--- src/dbg_mem_pkg.sv ---
// Purpose: Shared constants and carriers for the debug memory access policy block
// Assumes: 100 MHz system clock, APB register access with 32-bit data
// Notes:   Register offsets are byte addresses
package dbg_mem_pkg;

  // Clock and timing
  localparam int unsigned CLK_FREQ_HZ   = 100_000_000;
  localparam int unsigned US_PER_S      = 1_000_000;
  localparam int unsigned TICK_CYCLES   = CLK_FREQ_HZ / US_PER_S;
  localparam int unsigned WR_DELAY_MAX_US = 10_000_000;
  localparam logic [23:0] WR_DELAY_MAX  = 24'(WR_DELAY_MAX_US);

  // Register byte offsets
  localparam logic [7:0] OFS_CTRL     = 8'h00;
  localparam logic [7:0] OFS_WR_DELAY = 8'h04;
  localparam logic [7:0] OFS_ADDR     = 8'h08;
  localparam logic [7:0] OFS_WDATA_LO = 8'h0C;
  localparam logic [7:0] OFS_WDATA_HI = 8'h10;
  localparam logic [7:0] OFS_CMD      = 8'h14;
  localparam logic [7:0] OFS_STATUS   = 8'h18;
  localparam logic [7:0] OFS_RDATA_LO = 8'h1C;
  localparam logic [7:0] OFS_RDATA_HI = 8'h20;

  // Control register fields
  localparam int CTRL_PARITY_BIT = 0;
  localparam int CTRL_NARROW_BIT = 1;
  localparam int CTRL_RETRY_BIT  = 2;
  localparam int CTRL_RDPHYS_BIT = 3;
  localparam int CTRL_WRPOL_LSB  = 4;
  localparam logic [31:0] CTRL_RESET     = 32'h0000_0000;
  localparam logic [23:0] WR_DELAY_RESET = 24'h00_0000;

  // Command register fields
  localparam int CMD_KIND_LSB  = 0;
  localparam int CMD_SPACE_LSB = 2;
  localparam int CMD_SIZE8_BIT = 4;

  // Status register fields
  localparam int STAT_BUSY_BIT = 0;
  localparam int STAT_DONE_BIT = 1;
  localparam int STAT_ICACHE_EN_BIT = 2;
  localparam int STAT_DCACHE_EN_BIT = 3;

  // Arbitrary key used to decode instruction cache contents
  localparam logic [63:0] ICODE_KEY = 64'hA5A5_5A5A_A5A5_5A5A;

  typedef enum logic [1:0] {KIND_READ, KIND_WRITE, KIND_DOWNLOAD, KIND_RSVD} cmd_kind_t;
  typedef enum logic [1:0] {SPACE_ANY, SPACE_INSTR, SPACE_DATA, SPACE_RSVD} cmd_space_t;
  typedef enum logic [1:0] {WPOL_COHERENT, WPOL_THRU, WPOL_BYPASS, WPOL_RSVD} wr_policy_t;

  // Answer from the target debug port
  typedef struct packed {
    logic        ack;
    logic        icache_hit;
    logic        dcache_hit;
    logic        instr_valid;
    logic [63:0] phys_data;
    logic [63:0] icache_data;
    logic [63:0] dcache_data;
  } tgt_ans_t;

  // Operation presented to the target debug port
  typedef struct packed {
    logic        req;
    logic        write_phase;
    logic [31:0] addr;
    logic [63:0] data;
    logic [7:0]  data_parity;
    logic        size4;
    logic        retry_mode;
    logic        wr_phys;
    logic        wr_icache;
    logic        wr_dcache;
    logic        mark_dirty;
    logic        inv_icache;
    logic        inv_dcache;
  } tgt_op_t;

endpackage

--- src/dbg_mem_policy.sv ---
// Purpose: Debug memory access policy engine between APB and a target debug port
// Assumes: Target answers with a four-phase req/ack handshake; link clock is sampled
// Notes:   Request changes only on sampled rising edges of the link clock
//
// Implementation choices: the address map and the APB slave port.
`timescale 1ns/1ns

// What this block does
// Each debug memory write waits the configured microseconds, 0 to 10000000, reset zero.
// Parity disabled by default; operations then carry no computed parity.
// With parity enabled, only data-line parity is generated, never address parity.
// Default treats the target data bus as 64 bits wide.
// Narrow bus mode caps every access at 4 bytes, even when 8 requested.
// Host must set bus width to match the target's reset-latched width.
// Data-retry setting is ignored while both caches are disabled.
// Data-retry option, off by default; host matches target powerup pin.
// Both caches disabled or physical read option gives physical memory contents.
// Coherent read returns cache contents on a hit, else physical memory.
// Valid instruction cache contents are decoded; invalid ones stay raw.
// Download writes physical memory and invalidates cache entries for the address.
// A write without a space given is an instruction memory write.
// Data cache disabled sends data writes straight to physical memory.
// Coherent policy: hit writes cache only, marks dirty; miss writes memory.
// Write-through: hit writes cache and memory; miss writes memory only.
// Bypass policy writes physical memory only, data cache untouched.
// Write delay counted with a one-microsecond tick from the system clock.
module dbg_mem_policy (
  // Clock and reset
  input  wire logic                 I_SYS_CLK,
  input  wire logic                 I_SYS_RST,
  // APB slave
  input  wire logic                 PSEL,
  input  wire logic                 PENABLE,
  input  wire logic                 PWRITE,
  input  wire logic [7:0]           PADDR,
  input  wire logic [31:0]          PWDATA,
  output logic                      PREADY,
  output logic [31:0]               PRDATA,
  output logic                      PSLVERR,
  // Target debug port
  input  wire logic                 I_LINK_CLK,
  input  wire logic                 I_ICACHE_ENABLE_BIT,
  input  wire logic                 I_DCACHE_ENABLE_BIT,
  input  wire dbg_mem_pkg::tgt_ans_t I_TGT_ANS,
  output dbg_mem_pkg::tgt_op_t      O_TGT_OP
);

  typedef enum logic [2:0] {ST_IDLE, ST_LK_REQ, ST_LK_REL, ST_DELAY, ST_WR_REQ, ST_WR_REL}
    state_t;

  // Registers
  logic [31:0]              ctrl_r;
  logic [23:0]              wr_delay_r;
  logic [31:0]              addr_r;
  logic [63:0]              wdata_r;
  logic [63:0]              rdata_r;
  dbg_mem_pkg::cmd_kind_t   kind_r;
  dbg_mem_pkg::cmd_space_t  space_r;
  logic                     size8_r;
  logic                     done_r;
  state_t                   state_r;
  logic [23:0]              us_left_r;
  logic [6:0]               tick_cnt_r;
  logic                     hit_i_r;
  logic                     hit_d_r;

  // Synchronisers
  logic                     link_s1_r, link_s2_r, link_s3_r;
  logic [1:0]               ce_s1_r, ce_s2_r;
  dbg_mem_pkg::tgt_ans_t    ans_s1_r, ans_s2_r;

  logic                     link_rise;
  logic                     caches_off;
  logic                     apb_wr;
  logic                     cmd_go;
  logic                     us_tick;
  dbg_mem_pkg::wr_policy_t  wpol;
  logic [31:0]              rd_mux;
  logic                     rd_ok;
  logic [23:0]              wd_in;

  // Even parity per data byte
  function automatic logic [7:0] byte_parity(input logic [63:0] d);
    logic [7:0] p;
    p = 8'h00;
    for (int i = 0; i < 8; i++) begin
      p[i] = ^d[i*8 +: 8];
    end
    return p;
  endfunction

  always_ff @(posedge I_SYS_CLK) begin
    if (I_SYS_RST) begin
      link_s1_r <= 1'b0;
      link_s2_r <= 1'b0;
      link_s3_r <= 1'b0;
      ce_s1_r   <= 2'b00;
      ce_s2_r   <= 2'b00;
      ans_s1_r  <= '0;
      ans_s2_r  <= '0;
    end else begin
      link_s1_r <= I_LINK_CLK;
      link_s2_r <= link_s1_r;
      link_s3_r <= link_s2_r;
      ce_s1_r   <= {I_ICACHE_ENABLE_BIT, I_DCACHE_ENABLE_BIT};
      ce_s2_r   <= ce_s1_r;
      ans_s1_r  <= I_TGT_ANS;
      ans_s2_r  <= ans_s1_r;
    end
  end

  assign link_rise  = link_s2_r & ~link_s3_r;
  assign caches_off = ~ce_s2_r[1] & ~ce_s2_r[0];
  assign wpol       = dbg_mem_pkg::wr_policy_t'(ctrl_r[dbg_mem_pkg::CTRL_WRPOL_LSB +: 2]);
  assign apb_wr     = PSEL & PENABLE & PREADY & PWRITE;
  assign cmd_go     = apb_wr & (PADDR == dbg_mem_pkg::OFS_CMD) & (state_r == ST_IDLE);
  assign wd_in      = (PWDATA > 32'(dbg_mem_pkg::WR_DELAY_MAX)) ? dbg_mem_pkg::WR_DELAY_MAX
                                                               : PWDATA[23:0];

  // Read decode, also used to flag unmapped addresses
  always_comb begin
    rd_mux = 32'h0000_0000;
    rd_ok  = 1'b1;
    case (PADDR)
      dbg_mem_pkg::OFS_CTRL:     rd_mux = ctrl_r;
      dbg_mem_pkg::OFS_WR_DELAY: rd_mux = {8'h00, wr_delay_r};
      dbg_mem_pkg::OFS_ADDR:     rd_mux = addr_r;
      dbg_mem_pkg::OFS_WDATA_LO: rd_mux = wdata_r[31:0];
      dbg_mem_pkg::OFS_WDATA_HI: rd_mux = wdata_r[63:32];
      dbg_mem_pkg::OFS_CMD:      rd_mux = {27'h000_0000, size8_r, space_r, kind_r};
      dbg_mem_pkg::OFS_STATUS: begin
        rd_mux[dbg_mem_pkg::STAT_BUSY_BIT] = (state_r != ST_IDLE);
        rd_mux[dbg_mem_pkg::STAT_DONE_BIT] = done_r;
        rd_mux[dbg_mem_pkg::STAT_ICACHE_EN_BIT] = ce_s2_r[1];
        rd_mux[dbg_mem_pkg::STAT_DCACHE_EN_BIT] = ce_s2_r[0];
      end
      dbg_mem_pkg::OFS_RDATA_LO: rd_mux = rdata_r[31:0];
      dbg_mem_pkg::OFS_RDATA_HI: rd_mux = rdata_r[63:32];
      default:                   rd_ok  = 1'b0;
    endcase
  end

  // APB answer: one wait state, registered outputs
  always_ff @(posedge I_SYS_CLK) begin
    if (I_SYS_RST) begin
      PREADY  <= 1'b0;
      PRDATA  <= 32'h0000_0000;
      PSLVERR <= 1'b0;
    end else if (PSEL & PENABLE & ~PREADY) begin
      PREADY  <= 1'b1;
      PRDATA  <= PWRITE ? 32'h0000_0000 : rd_mux;
      PSLVERR <= ~rd_ok | (PWRITE & (PADDR == dbg_mem_pkg::OFS_CMD) & (state_r != ST_IDLE))
                 | (PWRITE & (PADDR == dbg_mem_pkg::OFS_STATUS));
    end else begin
      PREADY  <= 1'b0;
      PRDATA  <= 32'h0000_0000;
      PSLVERR <= 1'b0;
    end
  end

  // Configuration registers
  always_ff @(posedge I_SYS_CLK) begin
    if (I_SYS_RST) begin
      ctrl_r     <= dbg_mem_pkg::CTRL_RESET;
      wr_delay_r <= dbg_mem_pkg::WR_DELAY_RESET;
      addr_r     <= 32'h0000_0000;
      wdata_r    <= 64'h0000_0000_0000_0000;
    end else if (apb_wr) begin
      case (PADDR)
        dbg_mem_pkg::OFS_CTRL:     ctrl_r <= {26'h000_0000, PWDATA[5:0]};
        dbg_mem_pkg::OFS_WR_DELAY: wr_delay_r <= wd_in;
        dbg_mem_pkg::OFS_ADDR:     addr_r <= PWDATA;
        dbg_mem_pkg::OFS_WDATA_LO: wdata_r[31:0] <= PWDATA;
        dbg_mem_pkg::OFS_WDATA_HI: wdata_r[63:32] <= PWDATA;
        default: ;
      endcase
    end
  end

  // Command capture and completion flag
  always_ff @(posedge I_SYS_CLK) begin
    if (I_SYS_RST) begin
      kind_r  <= dbg_mem_pkg::KIND_READ;
      space_r <= dbg_mem_pkg::SPACE_ANY;
      size8_r <= 1'b0;
      done_r  <= 1'b0;
    end else if (cmd_go) begin
      kind_r  <= dbg_mem_pkg::cmd_kind_t'(PWDATA[dbg_mem_pkg::CMD_KIND_LSB +: 2]);
      space_r <= dbg_mem_pkg::cmd_space_t'(PWDATA[dbg_mem_pkg::CMD_SPACE_LSB +: 2]);
      size8_r <= PWDATA[dbg_mem_pkg::CMD_SIZE8_BIT];
      done_r  <= 1'b0;
    end else if ((state_r == ST_LK_REL && kind_r == dbg_mem_pkg::KIND_READ
                  || state_r == ST_WR_REL) && link_rise && ~ans_s2_r.ack) begin
      done_r  <= 1'b1;
    end
  end

  // One microsecond tick, restarted on entry to the delay
  always_ff @(posedge I_SYS_CLK) begin
    if (I_SYS_RST || state_r != ST_DELAY) begin
      tick_cnt_r <= 7'h00;
    end else if (us_tick) begin
      tick_cnt_r <= 7'h00;
    end else begin
      tick_cnt_r <= tick_cnt_r + 7'h01;
    end
  end
  assign us_tick = (tick_cnt_r == 7'(dbg_mem_pkg::TICK_CYCLES - 1));

  // Sequencer
  always_ff @(posedge I_SYS_CLK) begin
    if (I_SYS_RST) begin
      state_r   <= ST_IDLE;
      us_left_r <= 24'h00_0000;
    end else begin
      case (state_r)
        ST_IDLE: if (cmd_go) begin
          state_r <= ST_LK_REQ;
        end
        ST_LK_REQ: if (ans_s2_r.ack && O_TGT_OP.req && link_rise) begin
          state_r <= ST_LK_REL;
        end
        ST_LK_REL: if (link_rise && ~ans_s2_r.ack) begin
          if (kind_r == dbg_mem_pkg::KIND_READ) begin
            state_r <= ST_IDLE;
          end else begin
            state_r   <= ST_DELAY;
            us_left_r <= wr_delay_r;
          end
        end
        ST_DELAY: if (us_left_r == 24'h00_0000) begin
          state_r <= ST_WR_REQ;
        end else if (us_tick) begin
          us_left_r <= us_left_r - 24'h00_0001;
        end
        ST_WR_REQ: if (ans_s2_r.ack && O_TGT_OP.req && link_rise) begin
          state_r <= ST_WR_REL;
        end
        ST_WR_REL: if (link_rise && ~ans_s2_r.ack) begin
          state_r <= ST_IDLE;
        end
        default: state_r <= ST_IDLE;
      endcase
    end
  end

  // Lookup result: hits and read data selection
  always_ff @(posedge I_SYS_CLK) begin
    if (I_SYS_RST) begin
      hit_i_r <= 1'b0;
      hit_d_r <= 1'b0;
      rdata_r <= 64'h0000_0000_0000_0000;
    end else if (state_r == ST_LK_REQ && ans_s2_r.ack && O_TGT_OP.req && link_rise) begin
      hit_i_r <= ans_s2_r.icache_hit & ce_s2_r[1];
      hit_d_r <= ans_s2_r.dcache_hit & ce_s2_r[0];
      if (caches_off || ctrl_r[dbg_mem_pkg::CTRL_RDPHYS_BIT]) begin
        rdata_r <= ans_s2_r.phys_data;
      end else if (ans_s2_r.dcache_hit && ce_s2_r[0]) begin
        rdata_r <= ans_s2_r.dcache_data;
      end else if (ans_s2_r.icache_hit && ce_s2_r[1]) begin
        rdata_r <= ans_s2_r.instr_valid ? (ans_s2_r.icache_data ^ dbg_mem_pkg::ICODE_KEY)
                                        : ans_s2_r.icache_data;
      end else begin
        rdata_r <= ans_s2_r.phys_data;
      end
      if (ctrl_r[dbg_mem_pkg::CTRL_NARROW_BIT] || !size8_r) begin
        rdata_r[63:32] <= 32'h0000_0000;
      end
    end
  end

  // Operation to the target, changed only on link clock rising edges
  always_ff @(posedge I_SYS_CLK) begin
    if (I_SYS_RST) begin
      O_TGT_OP <= '0;
    end else if (link_rise) begin
      case (state_r)
        ST_LK_REQ, ST_WR_REQ: begin
          O_TGT_OP.req         <= ~ans_s2_r.ack;
          O_TGT_OP.write_phase <= (state_r == ST_WR_REQ);
          O_TGT_OP.addr        <= addr_r;
          O_TGT_OP.size4       <= ctrl_r[dbg_mem_pkg::CTRL_NARROW_BIT] | ~size8_r;
          O_TGT_OP.retry_mode  <= ctrl_r[dbg_mem_pkg::CTRL_RETRY_BIT] & ~caches_off;
          if (ctrl_r[dbg_mem_pkg::CTRL_NARROW_BIT] || !size8_r) begin
            O_TGT_OP.data <= {32'h0000_0000, wdata_r[31:0]};
          end else begin
            O_TGT_OP.data <= wdata_r;
          end
          if (ctrl_r[dbg_mem_pkg::CTRL_PARITY_BIT] && state_r == ST_WR_REQ) begin
            O_TGT_OP.data_parity <= byte_parity(
              (ctrl_r[dbg_mem_pkg::CTRL_NARROW_BIT] || !size8_r)
                ? {32'h0000_0000, wdata_r[31:0]} : wdata_r);
          end else begin
            O_TGT_OP.data_parity <= 8'h00;
          end
          O_TGT_OP.wr_phys    <= 1'b0;
          O_TGT_OP.wr_icache  <= 1'b0;
          O_TGT_OP.wr_dcache  <= 1'b0;
          O_TGT_OP.mark_dirty <= 1'b0;
          O_TGT_OP.inv_icache <= 1'b0;
          O_TGT_OP.inv_dcache <= 1'b0;
          if (state_r == ST_WR_REQ) begin
            if (kind_r == dbg_mem_pkg::KIND_DOWNLOAD) begin
              O_TGT_OP.wr_phys    <= 1'b1;
              O_TGT_OP.inv_icache <= hit_i_r;
              O_TGT_OP.inv_dcache <= hit_d_r;
            end else if (space_r != dbg_mem_pkg::SPACE_DATA) begin
              O_TGT_OP.wr_phys   <= 1'b1;
              O_TGT_OP.wr_icache <= hit_i_r;
              O_TGT_OP.wr_dcache <= hit_d_r;
            end else if (!ce_s2_r[0] || !hit_d_r) begin
              O_TGT_OP.wr_phys <= 1'b1;
            end else begin
              case (wpol)
                dbg_mem_pkg::WPOL_THRU: begin
                  O_TGT_OP.wr_phys   <= 1'b1;
                  O_TGT_OP.wr_dcache <= 1'b1;
                end
                dbg_mem_pkg::WPOL_BYPASS: O_TGT_OP.wr_phys <= 1'b1;
                default: begin
                  O_TGT_OP.wr_dcache  <= 1'b1;
                  O_TGT_OP.mark_dirty <= 1'b1;
                end
              endcase
            end
          end
        end
        default: O_TGT_OP.req <= 1'b0;
      endcase
    end
  end

endmodule // dbg_mem_policy

--- config.mk ---
export PLATFORM = sky130hd
export DESIGN_NAME = dbg_mem_policy
export DESIGN_NICKNAME = d
export VERILOG_FILES = /design/src/dbg_mem_pkg.sv /design/src/dbg_mem_policy.sv
export SDC_FILE = /design/constraint.sdc
export NUM_CORES = 1
export LEC_CHECK = 0
export BUFFER_PORTS_ARGS = -buffer_cell sky130_fd_sc_hd__buf_2
export CAP_MARGIN = 20
export CORE_UTILIZATION = 51
export CTS_CLUSTER_DIAMETER = 50
export DETAILED_ROUTE_END_ITERATION = 8
export PLACE_DENSITY = 0.77
export SLEW_MARGIN = 20
export SYNTH_ARGS = -nofsm -noshare
export SYNTH_HDL_FRONTEND = slang
export SYNTH_SLANG_ARGS = --single-unit
--- constraint.sdc ---
create_clock -name I_SYS_CLK -period 2.2 [get_ports I_SYS_CLK]
set_input_delay 0.44 -clock I_SYS_CLK [delete_from_list [all_inputs] [get_ports I_SYS_CLK]]
set_output_delay 0.44 -clock I_SYS_CLK [all_outputs]
set_load 0.1 [all_outputs]
### Word-level counts from Yosys, hierarchy flattened

Index checks and enable logic that the tools add are counted.

| operators by class | value |
|---|---|
| add/sub/neg operators | 2 |
| multipliers | 0 |
| divide/modulo/power cells | 0 |
| $lt $le $gt $ge | 1 |
| equal/unequal tests | 28 |
| shift-type cells | 0 |
| multiplexer cells | 39 |
| bitwise logic cells | 27 |
| reductions and logical operators | 49 |

Operators with widths:

| cell | number |
|---|---|
| 64-bit 2-to-1 mux | 5 |
| 28-bit case mux with 8 select lines | 1 |
| 24-bit 2-to-1 mux | 5 |
| 8-bit XOR reduction | 8 |
| 24-bit case mux with 2 select lines | 1 |
| 4-bit case mux with 9 select lines | 1 |
| 8-bit by 5-bit == test with 1-bit output, second input constant | 4 |
| 32-bit by 24-bit > comparator with 1-bit output, second input constant | 1 |
| 32-bit 2-to-1 mux | 1 |
| 32-bit inverter | 1 |
| 24-bit zero test | 1 |
| 24-bit by 1-bit subtractor with 24-bit output, second input constant | 1 |
| 3-bit 2-to-1 mux | 7 |
| 3-bit case mux with 6 select lines | 1 |
| 8-bit by 4-bit == test with 1-bit output, second input constant | 2 |
| 2-bit != test, second input constant | 8 |
| 1-bit bitwise AND | 14 |
| 1-bit logical AND | 12 |
| 1-bit 2-to-1 mux | 12 |
| 2-bit AND reduction | 6 |
| 2-bit OR reduction | 5 |
| 1-bit inverter | 9 |
| 9-bit OR reduction | 1 |
| 8-bit by 3-bit == test with 1-bit output, second input constant | 1 |
| 24 further kinds | 38 |

| word-level totals | value |
|---|---|
| bits in registers | 779 |
| latch bits | 0 |
| memory bits (writable) | 0 |
| memory bits (read-only) | 0 |
| input bits | 244 |
| word-level logic and storage cells | 196 |
| memories kept | 0 |

### Logic depth before layout (Yosys ltp)

Gate-level depths: netlist (run 1).

| logic depth | value |
|---|---|
| depth after elaboration | 7 |
| depth in mapped cells | 9 |
| mapped depth without buffers | 7 |

### Worst setup path after synthesis (run 1)

Ideal clock, no wire load.

| timing | value |
|---|---|
| kind | register to register |
| from | reg PREADY |
| to | reg state_r[0] |
| library setup time | 0.152 ns |
| data arrival time | 2.134 ns |
| required time | 2.048 ns |
| slack | -0.086 ns |
| stages on the path, launching flop included | 6 |
| clock period less this slack | 2.286 ns |
| path through | dfxtp_1 nand4_1 nor3_1 a2111oi_0 o311ai_0 o41ai_1 |

| between the ends | value |
|---|---|
| longest elaborated chain between the ends | 6 |

RTL lines:

| item | line | text |
|---|---|---|
| from (decl) | dbg_mem_policy.sv:37 | `output logic PREADY,` |
| from (signal assigned) | dbg_mem_policy.sv:146 | `PREADY <= 1'b0;` |
| from (signal assigned) | dbg_mem_policy.sv:150 | `PREADY <= 1'b1;` |
| from (signal assigned) | dbg_mem_policy.sv:155 | `PREADY <= 1'b0;` |
| 1-bit bitwise AND (2 in series) | dbg_mem_policy.sv:115 | `assign apb_wr = PSEL & PENABLE & PREADY & PWRITE;` |
| 1-bit bitwise AND (2 in series) | dbg_mem_policy.sv:116 | `assign cmd_go = apb_wr & (PADDR == dbg_mem_pkg::OFS_CMD) & (state_r == ST_IDLE);` |
| 2-bit != test (no source line) | - |  |
| 6-bit AND reduction (no source line) | - |  |
| to (signal assigned) | dbg_mem_policy.sv:213 | `state_r <= ST_IDLE;` |
| to (signal assigned) | dbg_mem_policy.sv:218 | `state_r <= ST_LK_REQ;` |
| to (signal assigned) | dbg_mem_policy.sv:221 | `state_r <= ST_LK_REL;` |
| to (decl) | dbg_mem_policy.sv:61 | `state_t state_r;` |

No other way between the ends.
A chain may end at the register's enable or synchronous reset.

### Worst setup path after layout (run 1)

| timing | value |
|---|---|
| from | reg link_s2_r |
| to | reg rdata_r[59] |

| between the ends | value |
|---|---|
| longest elaborated chain between the ends | 2 |

RTL lines:

| item | line | text |
|---|---|---|
| from (decl) | dbg_mem_policy.sv:68 | `logic link_s1_r, link_s2_r, link_s3_r;` |
| from (signal assigned) | dbg_mem_policy.sv:103 | `link_s2_r <= link_s1_r;` |
| 1-bit bitwise AND | dbg_mem_policy.sv:112 | `assign link_rise = link_s2_r & ~link_s3_r;` |
| 1-bit logical AND | dbg_mem_policy.sv:253 | `end else if (state_r == ST_LK_REQ && ans_s2_r.ack && O_TGT_OP.req && link_rise) begin` |
| to (signal assigned) | dbg_mem_policy.sv:257 | `rdata_r <= ans_s2_r.phys_data;` |
| to (signal assigned) | dbg_mem_policy.sv:259 | `rdata_r <= ans_s2_r.dcache_data;` |
| to (signal assigned) | dbg_mem_policy.sv:261 | `rdata_r <= ans_s2_r.instr_valid ? (ans_s2_r.icache_data ^ dbg_mem_pkg::ICODE_KEY)` |
| to (decl) | dbg_mem_policy.sv:56 | `logic [63:0] rdata_r;` |

No other way between the ends.

==> results.toml, run 1 <==
[run_status]
status = "complete, but fails checks"
violations = "design-rule violations"

[synth]
synth_fp_nets = 3269
mappedNetlistArea_um2 = 27900
synth_ff_type = "dfxtp_1"
synth_edf_count = 0
ys_ff_latch = 779
synth_area_per_cell_um2 = 9.24
yosys_warnings = 0
postSynthCellCount = 3021
synth_async_sr_flop_share = 0
yosysSeqAreaShare = 0.559
synthDistinctLibCells = 79

[route]
routedWlPerCell_um = 21.3
drt_iter0_markers = 2638
ant_nets = 0
via_count = 24000
via_per_inst = 5.63
drt_pass1_iterations = 9
drc = 11
routed_wl_mm = 90.6

[place]
port_buffers = 391
gp_congestion = 0.989
place_hpwl_mm = 62.5
dp_cells = 4034

[grt]
grt_overflow = 0
grt_pass1_vias = 22300
grt_usage = 0.316
grt_antenna_before_repair = 1
grt_pass1_wl_mm = 135
grt_max_degree = 241

[cts]
clk_pin_slew_ns = 0.06
cts-root-buf = "clkbuf_16"
worstSkewPairLatency_ns = 0.65
cts_made_buffers = 83
h-tree-depth = 3
cts_tree = "built"
cts_sinks = 779
clockBufferDepth = 3
cts_setup_buffers = 0

[timing]
skew_ns = 0.0316
finalSetupViolations = 0
setup_tns_ns = 0
rsz0062_at_grt = "no"
post-route-period-util = 0.944
tightestPinTransition_ns = 1.05
fin_crit_ns = 2.08
holdWs_ns = 0.0194
hold_viol = 0
slew_headroom = 0.301
slew_violations = 0
max_freq_mhz = 482

[setup_path]
crit_path_end_kind = "register"
required_ns = 2.75
path_buf_inv = 1
crit_chain = "nor3b_1 -> and4_1 -> and2_1 -> buf_4 -> o211ai_1 -> a21oi_1"
worstPathMaxFanout = 15
startpoint_type = "register"
critPathArrivalTime_ns = 2.63
critPathSlowestCell = "dfxtp_1"
max_stage_delay_ns = 0.38
crit_family = "simple AND/OR/NAND/NOR gates"
path_class = "register to register"

[finish]
layout_common_cells = "776 x dfxtp_1, 520 x nand2_1, 403 x nor2b_1"
finalNonFillerCells = 4262
drive_gt1_frac = 0.200
syn2layout_area_growth_pct = 25.8
layout_commonest_cell = "dfxtp_1"
final_nets = 3746

[die]
num_io_pins = 392
dieArea_um2 = 55700
core_um2 = 53900
chipWidth_um = 236
rows = 85
dieHeight_um = 236
start_util = 0.518

[min_path]
hp-class = "primary input to register"

[pwr]
power_density_nw_per_um2 = 867
p_leak_nw = 13.6
peakVddDrop_v = 0.000640
swShare = 0.223
p_int_mw = 23.7
power_frac_comb = 0.040
switchingPower_mw = 6.80
p_seq_frac = 0.477
clkPwrFrac = 0.483

[flow_run]
maxCapViolCount = 0
## routing by layer
layer	track usage	part of all wire	vias up
met5	0	0	-
met4	0.109	0.036	0
met3	0.0687	0.097	215
met2	0.503	0.45	1280
met1	0.424	0.42	11200
li1	-	-	11300
## synthesized netlist by cell type, types with 3 or more instances
| cell | instances | area, µm² |
|---|---|---|
| a211o_1 | 17 | 149 |
| a21o_1 | 3 | 22.5 |
| a21oi_1 | 327 | 1640 |
| a222oi_1 | 27 | 270 |
| a22o_1 | 16 | 140 |
| a22oi_1 | 52 | 390 |
| a2bb2oi_1 | 5 | 43.8 |
| a31oi_1 | 19 | 119 |
| a32o_1 | 6 | 60.1 |
| a32oi_1 | 8 | 70.1 |
| and2_1 | 10 | 62.6 |
| and3_1 | 7 | 43.8 |
| buf_1 | 6 | 22.5 |
| buf_2 | 29 | 145 |
| buf_4 | 3 | 22.5 |
| clkbuf_1 | 190 | 713 |
| dfxtp_1 | 779 | 15600 |
| ha_1 | 4 | 50.1 |
| inv_1 | 8 | 30.0 |
| mux2i_1 | 13 | 130 |
| nand2_1 | 522 | 1960 |
| nand2b_1 | 5 | 31.3 |
| nand3_1 | 125 | 626 |
| nand3b_1 | 6 | 45.0 |
| nand4_1 | 9 | 56.3 |
| nor2_1 | 80 | 300 |
| nor2b_1 | 404 | 2530 |
| nor3_1 | 14 | 70.1 |
| nor3b_1 | 3 | 22.5 |
| nor4_1 | 12 | 75.1 |
| nor4b_1 | 6 | 52.6 |
| o211ai_1 | 31 | 233 |
| o21a_1 | 3 | 22.5 |
| o21ai_0 | 53 | 265 |
| o221ai_1 | 17 | 149 |
| o22a_1 | 16 | 140 |
| o22ai_1 | 25 | 156 |
| o32ai_1 | 12 | 105 |
| or3_1 | 5 | 31.3 |
| or4_1 | 3 | 22.5 |
| xnor2_1 | 51 | 447 |
| xor2_1 | 43 | 377 |
## area by class of cell
class	instances	area (µm²)
fillers	4283	18800
diodes	2	5.00
repair buffers	621	4260
multi-input cells	2005	11400
flip-flops and latches	779	15600
well taps	696	871
inverters	8	30.0
clock inverters	49	741
clock buffers	102	2190
## path summary, 6_finish.rpt
path | startpoint | end | slack, ns | cells after the start
max | link_s2_r$_SDFF_PP0_ | rdata_r[59]$_SDFFE_PP0P_ | 0.12 | 6
max reg2reg | link_s2_r$_SDFF_PP0_ | rdata_r[59]$_SDFFE_PP0P_ | 0.12 | 6
min | I_TGT_ANS[141] | ans_s1_r[141]$_SDFF_PP0_ | 0.02 | 2
min reg2reg | ans_s1_r[82]$_SDFF_PP0_ | ans_s2_r[82]$_SDFF_PP0_ | 0.43 | 1
## power by group through the flow
| stage | Sequential (mW) | Clock (mW) | Combinational [mW] |
|---|---|---|---|
| 2_1_floorplan | 14.8 | 0 | 0.542 |
| 6_report | 14.5 | 14.7 | 1.21 |
| 4_1_cts | 14.5 | 14.8 | 1.18 |
| 3_5_place_dp | 14.9 | 0 | 1.07 |
| 3_3_place_gp | 14.8 | 0 | 1.07 |
| 5_1_grt | 14.6 | 15.4 | 1.29 |
## state kept, by name, indices dropped and copies added (netlist names), 2 cells and up
signal      flops
addr_r         32
wr_delay_r     24
us_left_r      24
ans_s1_r      196
tick_cnt_r      7
kind_r          2
PRDATA         32
O_TGT_OP      114
rdata_r        64
ans_s2_r      196
space_r         2
ctrl_r          6
ce_s2_r         2
wdata_r        64
ce_s1_r         2
state_r         3
## stage by stage
step / cell area, µm² / utilization / power, mW / worst slack, ns
3_5_place_dp: 31400 / 0.583 / 15.9 / -0.195
6_report: 35100 / 0.651 / 30.5 / 0.124
2_1_floorplan: 27900 / - / 15.4 / 0.0510
5_1_grt: 35100 / 0.651 / 31.3 / 0.0405
3_3_place_gp: 31400 / 0.583 / 15.9 / -0.109
4_1_cts: 35100 / 0.651 / 30.5 / 0.0915
## kinds of logic (layout without fill, tap and decap cells)
group	count (synthesis)	count (layout)	share of synthesized area
compound gates	658	658	0.149
xor+xnor	94	94	0.0295
fa+ha+maj	4	4	0.00179
buf+inv	237	780	0.0336
flops	779	779	0.559
mux	14	14	0.00547
other cells	0	2	0
simple gates	1235	1235	0.222
## timing repair
action | 4_1_cts | 5_1_grt
endpoints found under the hold margin | 75 | 0
endpoints found under the setup margin | 0 | 6
gates resized for setup | 0 | 1
hold buffers | 75 | 0
(Power assumes the default switching activity.)
==> run 2, diff against run 1 <==
Settings changed: PLACE_DENSITY 0.77 to 0.86.
==> run 2 against run 1 <==
Global-route usage shrank 0.055 points. Fmax is 0.21% higher. Largest power group is now sequential cells. Sequential cell count stayed put. The flow still finishes with violations (design-rule violations). First-iteration DRC count down 1.6%. Final cell count shrank 1.0%. Wire length barely moved. Power fell by 1.6%. Die area did not move. Clock power shrank 3%. Critical endpoint is now O_TGT_OP[57]$_SDFFE_PP0P_. Clock-buffer cell count rose by 12. Combinational power is 3% lower. Sequential share of layout area rose by 0.70 points.
==> results.toml, run 2 (synthesized netlist as in run 1, its figures left out) <==
[cts]
h-tree-depth = 3
worstSkewPairLatency_ns = 0.65
cts_made_buffers = 83
clockBufferDepth = 3
cts_tree = "built"
cts-root-buf = "clkbuf_16"
cts_sinks = 779
clk_pin_slew_ns = 0.07

[timing]
max_freq_mhz = 483
post-route-period-util = 0.942
hold_viol = 0
skew_ns = 0.0469
finalSetupViolations = 0
tightestPinTransition_ns = 1.12
holdWs_ns = 0.0116
setup_tns_ns = 0
slew_headroom = 0.251
fin_crit_ns = 2.07
slew_violations = 0

[place]
place_hpwl_mm = 63.1
postPlaceCellArea_um2 = 31300
gp_congestion = 1.02
port_buffers = 391

[setup_path]
startpoint_type = "register"
crit_path_end_kind = "register"
critPathArrivalTime_ns = 2.60
crit_chain = "buf_4 -> xor2_1 -> and2_2 -> buf_12 -> buf_4 -> nand3_1 -> a21oi_1"
worstPathMaxFanout = 44
path_class = "register to register"
cpMostUsedCell = "buf_4"
required_ns = 2.72
critPathSlowestCell = "dfxtp_1"
max_stage_delay_ns = 0.46

[pwr]
switchingPower_mw = 6.70
swShare = 0.223
power_density_nw_per_um2 = 867
clkPwrFrac = 0.476
p_int_mw = 23.3
p_leak_nw = 13.4
peakVddDrop_v = 0.000763
power_frac_comb = 0.039
p_seq_frac = 0.485
totalPowerFinal_mw = 30.0

[grt]
grt_pass1_vias = 22300
grt_usage = 0.316
use_met3 = 0.0689
grt_antenna_before_repair = 1
top_usage_layer = "met2"
grt_max_degree = 182
grt_use_met1 = 0.418
met2_usage = 0.494
grt_pass1_wl_mm = 135
grt_overflow = 0

[die]
chipWidth_um = 236
core_um2 = 53900
dieArea_um2 = 55700
rows = 85
dieHeight_um = 236
num_io_pins = 392
start_util = 0.518

[route]
ant_nets = 0
via_per_inst = 5.71
drc = 4
drt_pass1_iterations = 9
routedWlPerCell_um = 21.5
drt_iter0_markers = 2596
via_count = 24100
routed_wl_mm = 90.5

[finish]
reg_top3 = "ans_s1_r (196), ans_s2_r (196), O_TGT_OP (114)"
post-route-util = 0.641
syn2layout_area_growth_pct = 23.8
layout_common_cells = "776 x dfxtp_1, 520 x nand2_1, 403 x nor2b_1"
fin_area_um2 = 34600
final_nets = 3706
drive_gt1_frac = 0.202
nFillCells = 4146
antenna_cells = 0
layout_commonest_cell = "dfxtp_1"

[flow_run]
maxCapViolCount = 0

[run_status]
status = "complete, but fails checks"
violations = "design-rule violations"

[min_path]
hp-class = "primary input to register"
==> run 2: metal layers <==
layer  vias up  part of all wire
met5         -           0.00011
met4         2             0.046
li1      11200                 -
met1     11300              0.40
met2      1414              0.45
met3       241              0.10
==> run 2: path summary, 6_finish.rpt <==
check | depth (start not counted) | slack [ns] | startpoint | end
worst min-delay path | 2 | 0.01 | I_TGT_ANS[58] | ans_s1_r[58]$_SDFF_PP0_
worst max register to register | 7 | 0.13 | state_r[0]$_SDFFE_PP0P_ | O_TGT_OP[57]$_SDFFE_PP0P_
worst max-delay path | 7 | 0.13 | state_r[0]$_SDFFE_PP0P_ | O_TGT_OP[57]$_SDFFE_PP0P_
worst min register to register | 1 | 0.43 | ans_s1_r[104]$_SDFF_PP0_ | ans_s2_r[104]$_SDFF_PP0_
==> run 2: power by group through the flow <==
stage	Sequential, mW	Combinational [mW]	Clock (mW)
after floorplan	14.8	0.542	0
after global placement	14.8	1.06	0
after CTS	14.5	1.14	14.3
final	14.5	1.17	14.3
after global routing	14.6	1.24	15.0
after detailed placement	14.9	1.08	0
==> run 2: metrics by stage <==
stage,setup slack [ns],instances
final,0.128,4219
after CTS,0.0693,4219
after global placement,-0.0119,4030
after global routing,-0.0320,4219
after floorplan,0.0510,3021
after detailed placement,-0.0736,4030
==> run 2: area by class of cell <==
cell class	count	area (µm²)	area share
multi-input cells	2005	11400	0.330
clock inverters	36	440	0.0127
well taps	696	871	0.0252
inverters	8	30.0	0.000869
flip-flops and latches	779	15600	0.451
clock buffers	114	2390	0.0693
repair buffers	581	3820	0.110
==> run 2: worst max-delay path: cells and delay by family, from the launching register on <==
family	cells	cell delay [ns]
AOI/OAI and AO/OA	1	0.19
xor gates and xnor gates	1	0.29
buffers and inverters	3	0.66
DFF	1	0.46
and+or+nand+nor	2	0.33
==> run 2: repair_timing <==
action	CTS	global route
endpoints found under the setup margin	0	14
buffers inserted	0	0
resized for setup	0	1
endpoints found under the hold margin	39	0
hold buffers	39	0
